`src/rate_frame_defs.vh`:
```
// Contract
// - Output drives zero when select falls, second zero after first falling clock.
// - Then fourteen bits on falling edges: source tag, then twelve sample bits.
// - Output released to high impedance after the sixteenth falling clock edge.
// - Input bit 15 set loads the word into control settings; clear leaves them.
// - Input bits 11:10 pick source: rate, temperature, auxiliary a, auxiliary b.
// - Input bit 4 picks coding: zero twos complement, one offset binary.
// - Twos-complement rate sample: zero rate is code zero, negatives negative.
// - Offset-binary sample equals twos-complement value plus 2048.
// - Temperature reads code zero at 25 degrees in twos complement.
// - Auxiliary offset-binary sample steps one code per converter step.
// - While select is high, output released and input and clock ignored.
// - Input sampled on falling clock; settings change only after full frame.
// - Short frame keeps old settings and keeps the old output sample.
// - Sample taken when select falls; tracking resumes on fourteenth falling edge.
`ifndef RATE_FRAME_DEFS_VH
`define RATE_FRAME_DEFS_VH
`define FRAME_BITS        16
`define SAMPLE_BITS       12
`define CTL_WRITE_BIT     15
`define CTL_SRC_HI_BIT    11
`define CTL_SRC_LO_BIT    10
`define CTL_CODE_BIT      4
`define TRACK_EDGE        14
`define OFFSET_BIN_FLIP   12'h800
`define SRC_RATE          2'h0
`define SRC_TEMP          2'h1
`define SRC_AUX_A         2'h2
`define SRC_AUX_B         2'h3
`define CTL_SRC_RESET     2'h0
`define CTL_CODE_RESET    1'h0
`endif

```
`src/rate_sensor_spi_frame_port.v`:
```
`timescale 1ns/100ps
`include "rate_frame_defs.vh"
module rate_sensor_spi_frame_port #(
  parameter SAMPLE_W = 12
) (
  input  wire                ref_clk_i,
  input  wire                rst_i,
  input  wire                cs_n_i,
  input  wire                sclk_i,
  input  wire                din_i,
  output reg                 dout_o,
  output reg                 dout_oe_n_o,
  input  wire [SAMPLE_W-1:0] rate_sample_i,
  input  wire [SAMPLE_W-1:0] temp_sample_i,
  input  wire [SAMPLE_W-1:0] aux_analog_in_a_i,
  input  wire [SAMPLE_W-1:0] aux_analog_in_b_i,
  output reg                 hold_o,
  output reg  [1:0]          source_sel_o,
  output reg                 offset_binary_o,
  output reg                 sample_valid_o,
  output reg  [15:0]         sample_word_o,
  input  wire                sample_ready_i
);

  localparam ST_IDLE  = 2'b01;
  localparam ST_FRAME = 2'b10;

  // Analog samples are twos complement; offset binary flips the sign bit.
  function [SAMPLE_W-1:0] code_sample;
    input [SAMPLE_W-1:0] raw;
    input                offs;
    begin
      code_sample = offs ? (raw ^ `OFFSET_BIN_FLIP) : raw;
    end
  endfunction

  reg [2:0] cs_sync_reg;
  reg [2:0] ck_sync_reg;
  reg [2:0] di_sync_reg;
  reg       cs_lvl_reg;
  reg       ck_lvl_reg;
  reg [1:0] state_reg;
  reg [4:0] edge_cnt_reg;
  reg [15:0] tx_shift_reg;
  reg [15:0] rx_shift_reg;
  reg [SAMPLE_W-1:0] held_reg;
  reg [1:0] held_src_reg;
  reg [15:0] next_word_reg;
  reg [15:0] buf_data_reg [0:1];
  reg [1:0] buf_cnt_reg;
  reg       buf_wr_reg;
  reg       buf_rd_reg;

  wire cs_stable = (cs_sync_reg[2] == cs_sync_reg[1]);
  wire ck_stable = (ck_sync_reg[2] == ck_sync_reg[1]);
  wire cs_fall   = cs_stable & cs_lvl_reg & ~cs_sync_reg[2];
  wire cs_rise   = cs_stable & ~cs_lvl_reg & cs_sync_reg[2];
  wire ck_fall   = ck_stable & ck_lvl_reg & ~ck_sync_reg[2];
  wire [15:0] full_rx = {rx_shift_reg[14:0], di_sync_reg[2]};
  wire [15:0] cap_word = {2'b00, held_src_reg, code_sample(held_reg, offset_binary_o)};
  wire        buf_push = cs_rise && (edge_cnt_reg == `FRAME_BITS);
  wire        buf_pop  = sample_valid_o && sample_ready_i;
  wire        buf_full = (buf_cnt_reg == 2'h2);
  wire        buf_take = buf_push && !buf_full;

  reg [1:0]  buf_cnt_next;
  reg        buf_rd_next;
  reg [15:0] head_next;

  // The head word is taken from the next state, so a word pushed into an empty buffer is shown at once.
  always @* begin
    buf_cnt_next = buf_cnt_reg + {1'b0, buf_take} - {1'b0, buf_pop};
    buf_rd_next  = buf_pop ? ~buf_rd_reg : buf_rd_reg;
    if ((buf_cnt_reg - {1'b0, buf_pop}) == 2'h0) begin
      head_next = cap_word;
    end else begin
      head_next = buf_data_reg[buf_rd_next];
    end
  end

  always @(posedge ref_clk_i) begin
    if (rst_i) begin
      cs_sync_reg <= 3'h7;
      ck_sync_reg <= 3'h7;
      di_sync_reg <= 3'h0;
      cs_lvl_reg  <= 1'b1;
      ck_lvl_reg  <= 1'b1;
    end else begin
      cs_sync_reg <= {cs_sync_reg[1:0], cs_n_i};
      ck_sync_reg <= {ck_sync_reg[1:0], sclk_i};
      di_sync_reg <= {di_sync_reg[1:0], din_i};
      if (cs_stable) begin
        cs_lvl_reg <= cs_sync_reg[2];
      end
      if (ck_stable) begin
        ck_lvl_reg <= ck_sync_reg[2];
      end
    end
  end

  always @(posedge ref_clk_i) begin
    if (rst_i) begin
      state_reg       <= ST_IDLE;
      edge_cnt_reg    <= 5'h0;
      tx_shift_reg    <= 16'h0000;
      rx_shift_reg    <= 16'h0000;
      dout_o          <= 1'b0;
      dout_oe_n_o     <= 1'b1;
      hold_o          <= 1'b0;
      held_reg        <= {SAMPLE_W{1'b0}};
      held_src_reg    <= `CTL_SRC_RESET;
      source_sel_o    <= `CTL_SRC_RESET;
      offset_binary_o <= `CTL_CODE_RESET;
      next_word_reg   <= 16'h0000;
    end else begin
      case (state_reg)
        ST_IDLE: begin
          dout_oe_n_o <= 1'b1;
          if (cs_fall) begin
            state_reg    <= ST_FRAME;
            edge_cnt_reg <= 5'h0;
            hold_o       <= 1'b1;
            // The frame shifts out the word built at the end of the last full frame.
            tx_shift_reg <= {next_word_reg[14:0], 1'b0};
            dout_o       <= next_word_reg[15];
            dout_oe_n_o  <= 1'b0;
            case (source_sel_o)
              `SRC_RATE:  held_reg <= rate_sample_i;
              `SRC_TEMP:  held_reg <= temp_sample_i;
              `SRC_AUX_A: held_reg <= aux_analog_in_a_i;
              default:    held_reg <= aux_analog_in_b_i;
            endcase
            held_src_reg <= source_sel_o;
          end
        end
        ST_FRAME: begin
          if (cs_rise) begin
            state_reg   <= ST_IDLE;
            dout_oe_n_o <= 1'b1;
            hold_o      <= 1'b0;
            if (edge_cnt_reg == `FRAME_BITS) begin
              next_word_reg <= cap_word;
              if (rx_shift_reg[`CTL_WRITE_BIT]) begin
                source_sel_o    <= rx_shift_reg[`CTL_SRC_HI_BIT:`CTL_SRC_LO_BIT];
                offset_binary_o <= rx_shift_reg[`CTL_CODE_BIT];
              end
            end
          end else if (ck_fall && edge_cnt_reg < `FRAME_BITS) begin
            edge_cnt_reg <= edge_cnt_reg + 5'h1;
            rx_shift_reg <= full_rx;
            dout_o       <= tx_shift_reg[15];
            tx_shift_reg <= {tx_shift_reg[14:0], 1'b0};
            if (edge_cnt_reg == 5'hF) begin
              dout_oe_n_o <= 1'b1;
            end
            if (edge_cnt_reg == 5'hD) begin
              hold_o <= 1'b0;
            end
          end
        end
        default: begin
          state_reg <= ST_IDLE;
        end
      endcase
    end
  end

  // Two-entry buffer of completed frame words; a full buffer drops no held entry.
  always @(posedge ref_clk_i) begin
    if (rst_i) begin
      buf_cnt_reg     <= 2'h0;
      buf_wr_reg      <= 1'b0;
      buf_rd_reg      <= 1'b0;
      sample_valid_o  <= 1'b0;
      sample_word_o   <= 16'h0000;
      buf_data_reg[0] <= 16'h0000;
      buf_data_reg[1] <= 16'h0000;
    end else begin
      if (buf_take) begin
        buf_data_reg[buf_wr_reg] <= cap_word;
        buf_wr_reg <= ~buf_wr_reg;
      end
      buf_rd_reg     <= buf_rd_next;
      buf_cnt_reg    <= buf_cnt_next;
      sample_valid_o <= (buf_cnt_next != 2'h0);
      sample_word_o  <= head_next;
    end
  end

endmodule

```
`config.mk`:
```
export PLATFORM = sky130hd
export DESIGN_NAME = rate_sensor_spi_frame_port
export DESIGN_NICKNAME = d
export VERILOG_FILES = /design/src/rate_sensor_spi_frame_port.v
export VERILOG_INCLUDE_DIRS = /design/src
export SDC_FILE = /design/constraint.sdc
export NUM_CORES = 1
export LEC_CHECK = 0
export ABC_AREA = 1
export BUFFER_PORTS_ARGS = -buffer_cell sky130_fd_sc_hd__buf_2
export CAP_MARGIN = 5
export CORE_MARGIN = 4
export CORE_UTILIZATION = 55
export DETAILED_ROUTE_END_ITERATION = 10
export PLACE_DENSITY = 0.88
export SYNTH_ARGS = -nofsm -noshare
export SYNTH_HDL_FRONTEND = slang
export SYNTH_SLANG_ARGS = --single-unit
```
`constraint.sdc`:
```
create_clock -name ref_clk_i -period 3.2 [get_ports ref_clk_i]
set_clock_uncertainty 0.1 [all_clocks]
set_input_delay 0 -clock ref_clk_i [delete_from_list [all_inputs] [get_ports ref_clk_i]]
set_output_delay 0 -clock ref_clk_i [all_outputs]
set_load 0.02 [all_outputs]
```
==> results.toml, run 1 <==
[power]
p_leak_nw = 3.06
power_switching_share = 0.260
irDropWorstVdd_mv = 0.360
p_sw_mw = 1.12
power_density_mw_per_mm2 = 605
combPwrFrac = 0.116
intPower_mw = 3.20
p_clk_frac = 0.474
p_seq_frac = 0.410
totalPowerFinal_mw = 4.32

[floorplanning]
ioPinCount = 77
rows = 37
die_h_um = 110
dieArea_mm2 = 0.0122
core_mm2 = 0.0103
initial_utilization = 0.561
die_width_um = 110

[layout]
most-common-layout-cells = "141 x nand2_1, 104 x nor2_1, 100 x dfxtp_1"
fill_cells = 709
num_antenna_cells = 0
nNetsFinal = 901
multi_input_area_mm2 = 0.00233
ff_latch_area_mm2 = 0.00289
largest_reg_flops = 28
fin_area_mm2 = 0.00715
final_common_cell = "nand2_1"
drive_above_1_share = 0.184
area_delta_synth_final_pct = 24.0

[route]
routed-wl-met2_um = 7620
drtIter0Drc = 415
drc_errors = 0
drt_wl_total_um = 15300
detail_route.wl_per_cell_um = 15.5
vias = 5341
met3_length_um = 1250
top_layer = "met4"
wl_met1_um = 5630
vias_per_cell = 5.41
firstDrtPassIters = 5
ant_nets = 0

[sta]
setup_ws_ns = 0.235
fin_crit_sh = 0.926
tightestPinTransition_ns = 0.681
rsz0062_at_grt = "no"
max_freq_mhz = 337
tns_ns = 0
hold_viol = 0
setup_viol = 0
maxSlewHeadroom = 0.546
finalCriticalPeriod_ns = 2.96
slew_violations = 0

[setup_path]
path_cells = "inv_1 -> nor2_2 -> nand2_1 -> nand4_1 -> dlygate4sd3_1 -> nand2_1 -> a21oi_1 -> dlygate4sd3_1"
start_kind = "register"
crit_family = "buffers and inverters"
cp.arrival_ns = 3.34
critPathMaxFanout = 19
slowest_delay_ns = 0.58
cpMaxStageDelayCell = "dfxtp_2"
setup.worst_path.end_class = "register"
critical_path_buf_inv_count = 3
critical_path_required_ns = 3.58
path_class = "register to register"

[placement]
dp_hpwl_um = 8320
placed_area_mm2 = 0.00613
pre_cts_ws_ns = 0.889
port_buffers = 74
globalplace.congestion = 0.829

[global_routing]
grtUsageTotal = 0.271
grt_pass1_wl_um = 25400
grt_pass1_vias = 5321
grt_max_degree = 75
antenna_found_initial = 0
overflow = 0

[worst_hold_path]
hold_class = "input pin to register"

[cts]
root_buffer = "clkbuf_8"
cts_buffer_depth = 2
h-tree-depth = 4
cts_setup_buffers = 0
numCtsBuffers = 17
clkSinkCount = 130
path_clk_slew_ns = 0.07
clock_latency_ns = 0.53
cts_tree = "done"

[synth]
synthCells = 742
synth_seq_cells = 130
synth_area_leader_cell = "dfxtp_1"
synth_cell_type_count = 31
yosysWarnings = 0
synth.avg_cell_area_um2 = 7.77
syn_area_mm2 = 0.00576
ys_seq_area_frac = 0.500
synthTopCellsByArea = "dfxtp_1 35%, edfxtp_1 15%, nand2_1 9.2%"
synth.top_cell.area_share = 0.354

[outcome]
status = "complete, no violations"

[flow_run]
drv_cap = 0
-- cell usage after synthesis (all sizes together) --
library cell  number
clkinv             1
inv               89
o21ai             61
nand4             16
edfxtp            28
nand2            144
conb               1
nor3               1
clkbuf            17
o211ai             2
nand3b             1
or2                7
xnor2              3
nor2             129
xor2               3
buf               24
a21oi             67
dfxtp            102
ha                 8
nand3             37
nor3b              1
-- layout make-up --
class,count,share of cell area
sequential,130,0.404
timing repair buffer,118,0.112
tap,136,0.0238
clock inverter,14,0.0285
inverter,90,0.0480
multi-input combinational,482,0.326
clock buffer,18,0.0585
-- power groups by stage --
stage | Clock [mW] | Sequential (mW) | Combinational, mW
3_5_place_dp | 0 | 1.81 | 0.445
6_report | 2.05 | 1.77 | 0.499
3_3_place_gp | 0 | 1.81 | 0.436
5_1_grt | 2.12 | 1.78 | 0.556
2_1_floorplan | 0 | 1.87 | 0.249
4_1_cts | 2.04 | 1.77 | 0.485
-- tightest hold or removal path, cell delays in order --
cell     delay (ns)
buf_2          0.10
nand2_1        0.15
xor2_1         0.11
buf_4          0.22
nor2_1         0.11
-- worst paths after layout --
check	depth (start not counted)	from	end	slack, ns
worst max register to register	8	source_sel_o[1]	held_reg[6]	0.24
worst min register to register	2	di_sync_reg[0]	di_sync_reg[1]	0.31
worst min-delay path	5	sample_ready_i	buf_rd_reg	0.09
worst max-delay path	8	source_sel_o[1]	held_reg[6]	0.24
-- stage by stage --
stage          std cells  hold slack (ns)  utilization
2_1_floorplan        743          0.00381            -
3_3_place_gp         917           0.0829        0.596
5_1_grt              988            0.137        0.695
6_report             988           0.0944        0.695
3_5_place_dp         917           0.0920        0.596
4_1_cts              988           0.0389        0.695
-- logic make-up after synthesis --
| group | after synthesis | share of synthesized area |
|---|---|---|
| flops | 130 | 0.500 |
| fa+ha+maj | 8 | 0.0174 |
| buf+inv | 131 | 0.0973 |
| other cells | 1 | 0.000651 |
| xor+xnor | 6 | 0.00912 |
| simple gates | 336 | 0.260 |
| compound gates | 130 | 0.116 |
-- layer usage --
metal / GRT usage / vias to the layer above
li1: - / 2547
met1: 0.303 / 2400
met2: 0.471 / 303
met3: 0.0699 / 91
met4: 0.148 / 0
met5: 0 / -
-- timing repair --
item	in CTS	in global routing
hold buffers	39	0
hold endpoints to repair	29	0
endpoints found under the setup margin	0	10
gates resized for setup	0	4
Note: power is estimated with default switching activity, not from simulation.
==> run 2: changes to the inputs <==
--- a/config.mk
+++ b/config.mk
@@ -12,7 +12,7 @@
 export CORE_MARGIN = 4
 export CORE_UTILIZATION = 55
 export DETAILED_ROUTE_END_ITERATION = 10
-export PLACE_DENSITY = 0.88
+export PLACE_DENSITY = 0.84
 export SYNTH_ARGS = -nofsm -noshare
 export SYNTH_HDL_FRONTEND = slang
 export SYNTH_SLANG_ARGS = --single-unit
==> run 2 against run 1 <==
Compared with the run above:
- fmax decreased by 3.5%
- utilization decreased by 0.35 points
- combinational power about the same
- largest cell class unchanged
==> results.toml, run 2 (synthesized netlist as in run 1, its figures left out) <==
[outcome]
status = "complete, no violations"

[setup_path]
cp.arrival_ns = 3.44
setup.worst_path.end_class = "register"
start_kind = "register"
critical_path_required_ns = 3.57
critPathMaxFanout = 19
path_class = "register to register"
reg2reg_slack_ns = 0.13

[global_routing]
grt_max_degree = 41
grtUsageTotal = 0.251
grt_pass1_vias = 4997
grt_pass1_wl_um = 23600
overflow = 0
antenna_found_initial = 0

[route]
drtIter0Drc = 408
drt_wl_total_um = 14300
firstDrtPassIters = 6
met3_length_um = 821
wl_met1_um = 5790
vias = 5185
vias_per_cell = 5.23
ant_nets = 0
routed-wl-met2_um = 7180
drc_errors = 0
top_layer = "met4"
detail_route.wl_per_cell_um = 14.5

[placement]
port_buffers = 74
dp_hpwl_um = 8590
globalplace.congestion = 0.885

[worst_hold_path]
hold_class = "input pin to register"

[power]
irDropWorstVdd_mv = 0.440
totalPowerFinal_mw = 4.06
power_density_mw_per_mm2 = 570
p_leak_nw = 3.05

[sta]
setup_viol = 0
tns_ns = 0
hold_viol = 0
slew_violations = 0
rsz0062_at_grt = "no"
maxSlewHeadroom = 0.542
max_freq_mhz = 325
tightestPinTransition_ns = 0.685
fin_crit_sh = 0.960
finalCriticalPeriod_ns = 3.07

[layout]
largest_reg_flops = 28
ff_latch_area_mm2 = 0.00288
final_common_cell = "nand2_1"
fill_cells = 758
num_antenna_cells = 0
nNetsFinal = 905
multi_input_area_mm2 = 0.00233
area_delta_synth_final_pct = 23.4
most-common-layout-cells = "141 x nand2_1, 104 x nor2_1, 101 x dfxtp_1"
drive_above_1_share = 0.186

[cts]
clock_latency_ns = 0.52
path_clk_slew_ns = 0.06
cts_buffer_depth = 2
clkSinkCount = 130
numCtsBuffers = 17
root_buffer = "clkbuf_8"
h-tree-depth = 4
cts_tree = "done"

[flow_run]
drv_cap = 0

[floorplanning]
initial_utilization = 0.561
die_h_um = 110
dieArea_mm2 = 0.0122
rows = 37
die_width_um = 110
core_mm2 = 0.0103
ioPinCount = 77
## run 2: cell count changes in the layout (fill, tap and decap cells not counted), moves of 2 or more
cell,delta
buf_4,+2
bufinv_16,-3
clkinv_2,+2
dlygate4sd3_1,+2
inv_6,+2
## run 2: routing by layer
metal  vias up  GRT usage
met3        45     0.0646
met2       189      0.443
met5         -          0
met1      2392      0.286
li1       2559          -
met4         0      0.113
## run 2: stage by stage
stage	hold WS, ns	cells	instance area, µm²	util	worst slack, ns
after CTS	0.0837	992	7100	0.691	0.143
after global placement	0.0856	919	6140	0.598	0.920
after detailed placement	0.0853	919	6140	0.598	0.868
final	0.100	992	7110	0.692	0.127
after floorplan	0.00381	743	5770	-	0.720
after global routing	0.105	992	7110	0.692	0.0700
## run 2: repair_timing
action | CTS | global route
gates resized for setup | 0 | 4
hold endpoints to repair | 29 | 0
setup endpoints to repair | 0 | 10
setup buffers | 0 | 0
hold buffers | 41 | 0
## run 2: critical path, stage by stage, from the launching register on
cell,delay [ns]
dfxtp_1,0.76
inv_1,0.16
nor2_4,0.31
nand2_1,0.12
nand4_1,0.09
dlygate4sd3_1,0.56
nand2_1,0.08
a21oi_1,0.24
dlygate4sd3_1,0.58
## run 2: cell type report
| type | instances | share of cell area |
|---|---|---|
| clock buffer | 18 | 0.0588 |
| clock inverter | 14 | 0.0181 |
| inverter | 90 | 0.0482 |
| multi-input combinational | 482 | 0.328 |
| sequential | 130 | 0.406 |
| tap | 136 | 0.0239 |
| timing repair buffer | 122 | 0.117 |
## run 2: worst paths after layout
check,startpoint,to,cells past startpoint
worst max-delay path,source_sel_o[1],held_reg[4],8
worst min-delay path,cs_n_i,cs_sync_reg[0],3
worst max register to register,source_sel_o[1],held_reg[4],8
worst min register to register,ck_sync_reg[0],ck_sync_reg[1],1
## run 2: power breakdown
part           switching [mW]  leakage, nW  internal, mW  total (mW)
clock network           0.746        0.271          1.04        1.79
logic                   0.322         1.67         0.176       0.498
registers              0.0234         1.11          1.75        1.77
total                    1.09         3.05          2.96        4.06
==> run 3: changes to the inputs <==
--- a/config.mk
+++ b/config.mk
@@ -9,7 +9,7 @@
 export ABC_AREA = 1
 export BUFFER_PORTS_ARGS = -buffer_cell sky130_fd_sc_hd__buf_2
 export CAP_MARGIN = 5
-export CORE_MARGIN = 4
+export CORE_MARGIN = 5
 export CORE_UTILIZATION = 55
 export DETAILED_ROUTE_END_ITERATION = 10
 export PLACE_DENSITY = 0.84
==> run 3 against run 2 <==
Compared with the run above:
- flip-flop and latch count unchanged
- sequential power about the same
- worst setup slack improved by 0.081 ns
- critical path depth unchanged
- fmax increased by 2.7%
- power increased by 3.7%
- largest power group unchanged
- highest routed layer unchanged
==> results.toml, run 3 (synthesized netlist as in run 1, its figures left out) <==
[power]
irDropWorstVdd_mv = 0.481
combPwrFrac = 0.116
p_leak_nw = 3.04
intPower_mw = 3.11
p_clk_frac = 0.463
p_sw_mw = 1.09
power_switching_share = 0.260
p_seq_frac = 0.422
power_density_mw_per_mm2 = 591

[floorplanning]
dieArea_mm2 = 0.0126
ioPinCount = 77
initial_utilization = 0.561
die_h_um = 112
die_width_um = 112
core_mm2 = 0.0103
rows = 37

[layout]
nNetsFinal = 901
largest_reg_flops = 28
drive_above_1_share = 0.184
final_common_cell = "nand2_1"
num_antenna_cells = 0
area_delta_synth_final_pct = 23.6
utilization = 0.693
most-common-layout-cells = "141 x nand2_1, 104 x nor2_1, 101 x dfxtp_1"
fill_cells = 746

[flow_run]
drv_cap = 0

[sta]
rsz0062_at_grt = "no"
slew_violations = 0
setup_viol = 0
fin_crit_sh = 0.935
finalCriticalPeriod_ns = 2.99
max_freq_mhz = 334
hold_viol = 0
maxSlewHeadroom = 0.571
tightestPinTransition_ns = 0.643
tns_ns = 0
hold_ws_ns = 0.0798

[route]
drt_wl_total_um = 14100
detail_route.wl_per_cell_um = 14.3
ant_nets = 0
vias = 5231
drc_errors = 0
firstDrtPassIters = 7
drtIter0Drc = 434
vias_per_cell = 5.29

[cts]
cts_buffer_depth = 2
h-tree-depth = 4
clkSinkCount = 130
cts_setup_buffers = 0
cts_tree = "done"
numCtsBuffers = 17
clock_latency_ns = 0.52
path_clk_slew_ns = 0.06
root_buffer = "clkbuf_8"

[worst_hold_path]
hold_class = "input pin to register"

[outcome]
status = "complete, no violations"

[global_routing]
overflow = 0
grt_pass1_wl_um = 23600
grt_max_degree = 43
antenna_found_initial = 0
grtUsageTotal = 0.230
grt_pass1_vias = 5013

[setup_path]
start_kind = "register"
critPathMaxFanout = 19
slowest_delay_ns = 0.73
critical_path_required_ns = 3.56
cpMaxStageDelayCell = "dfxtp_1"
path_cells = "inv_1 -> nor2_2 -> nand2_1 -> nand4_1 -> dlygate4sd3_1 -> nand2_1 -> a21oi_1 -> dlygate4sd3_1"
setup.worst_path.end_class = "register"
critical_path_buf_inv_count = 3
crit_family = "buffers and inverters"
path_class = "register to register"
reg2reg_slack_ns = 0.21
cp.arrival_ns = 3.35

[placement]
dp_hpwl_um = 8430
globalplace.congestion = 0.831
port_buffers = 74
## run 3: cell count changes in the layout (fill, tap and decap cells not counted), sizes merged
cell / change
buf: -2
bufinv: +2
clkinvlp: +2
dlygate4sd3: -2
inv: -2
clkbuf: -1
clkinv: -1
## run 3: path summary, 6_finish.rpt
check                                      from             end  cells after the start
worst max-delay path            source_sel_o[0]     held_reg[6]                      8
worst min-delay path             sample_ready_i      buf_rd_reg                      5
worst min register to register   di_sync_reg[0]  di_sync_reg[1]                      2
worst max register to register  source_sel_o[0]     held_reg[6]                      8
## run 3: layout make-up
class                           count  area, µm²  area share
Clock buffer                       17        414      0.0582
Clock inverter                     15        183      0.0257
Inverter                           90        343      0.0482
Multi-Input combinational cell    482       2330       0.327
Sequential cell                   130       2880       0.405
Tap cell                          136        170      0.0239
Timing Repair Buffer              118        798       0.112
## run 3: power groups by stage
stage	Combinational, mW	Sequential (mW)	Clock [mW]
3_3_place_gp	0.439	1.81	0
4_1_cts	0.481	1.77	1.95
6_report	0.486	1.77	1.95
3_5_place_dp	0.446	1.81	0
5_1_grt	0.536	1.78	2.05
2_1_floorplan	0.249	1.87	0
## run 3: routing by layer
layer	share of wire	global-route usage	routed length (µm)	vias to the layer above
li1	-	-	-	2555
met1	0.40	0.272	5650	2432
met2	0.51	0.410	7200	208
met3	0.060	0.0431	849	36
met4	0.030	0.0929	427	0
met5	0	0	0	-
## run 3: worst reg2reg max path: stages, from the launching register on
cell and delay (ns):
dfxtp_1 0.73, inv_1 0.12, nor2_2 0.38, nand2_1 0.11, nand4_1 0.11, dlygate4sd3_1 0.56, nand2_1 0.07, a21oi_1 0.18
dlygate4sd3_1 0.57
## run 3: repair_timing
action,in CTS,in global routing
resized for setup,0,3
endpoints found under the setup margin,0,10
hold buffers,39,0
endpoints found under the hold margin,29,0
## run 3: through the flow
stage / std cells / setup slack [ns] / cell area, µm² / total power [mW]
floorplan: 743 / 0.720 / 5770 / 2.12
global placement: 917 / 0.969 / 6130 / 2.24
detailed placement: 917 / 0.954 / 6130 / 2.25
CTS: 988 / 0.206 / 7110 / 4.21
global route: 988 / 0.0490 / 7120 / 4.37
finish: 988 / 0.208 / 7120 / 4.21
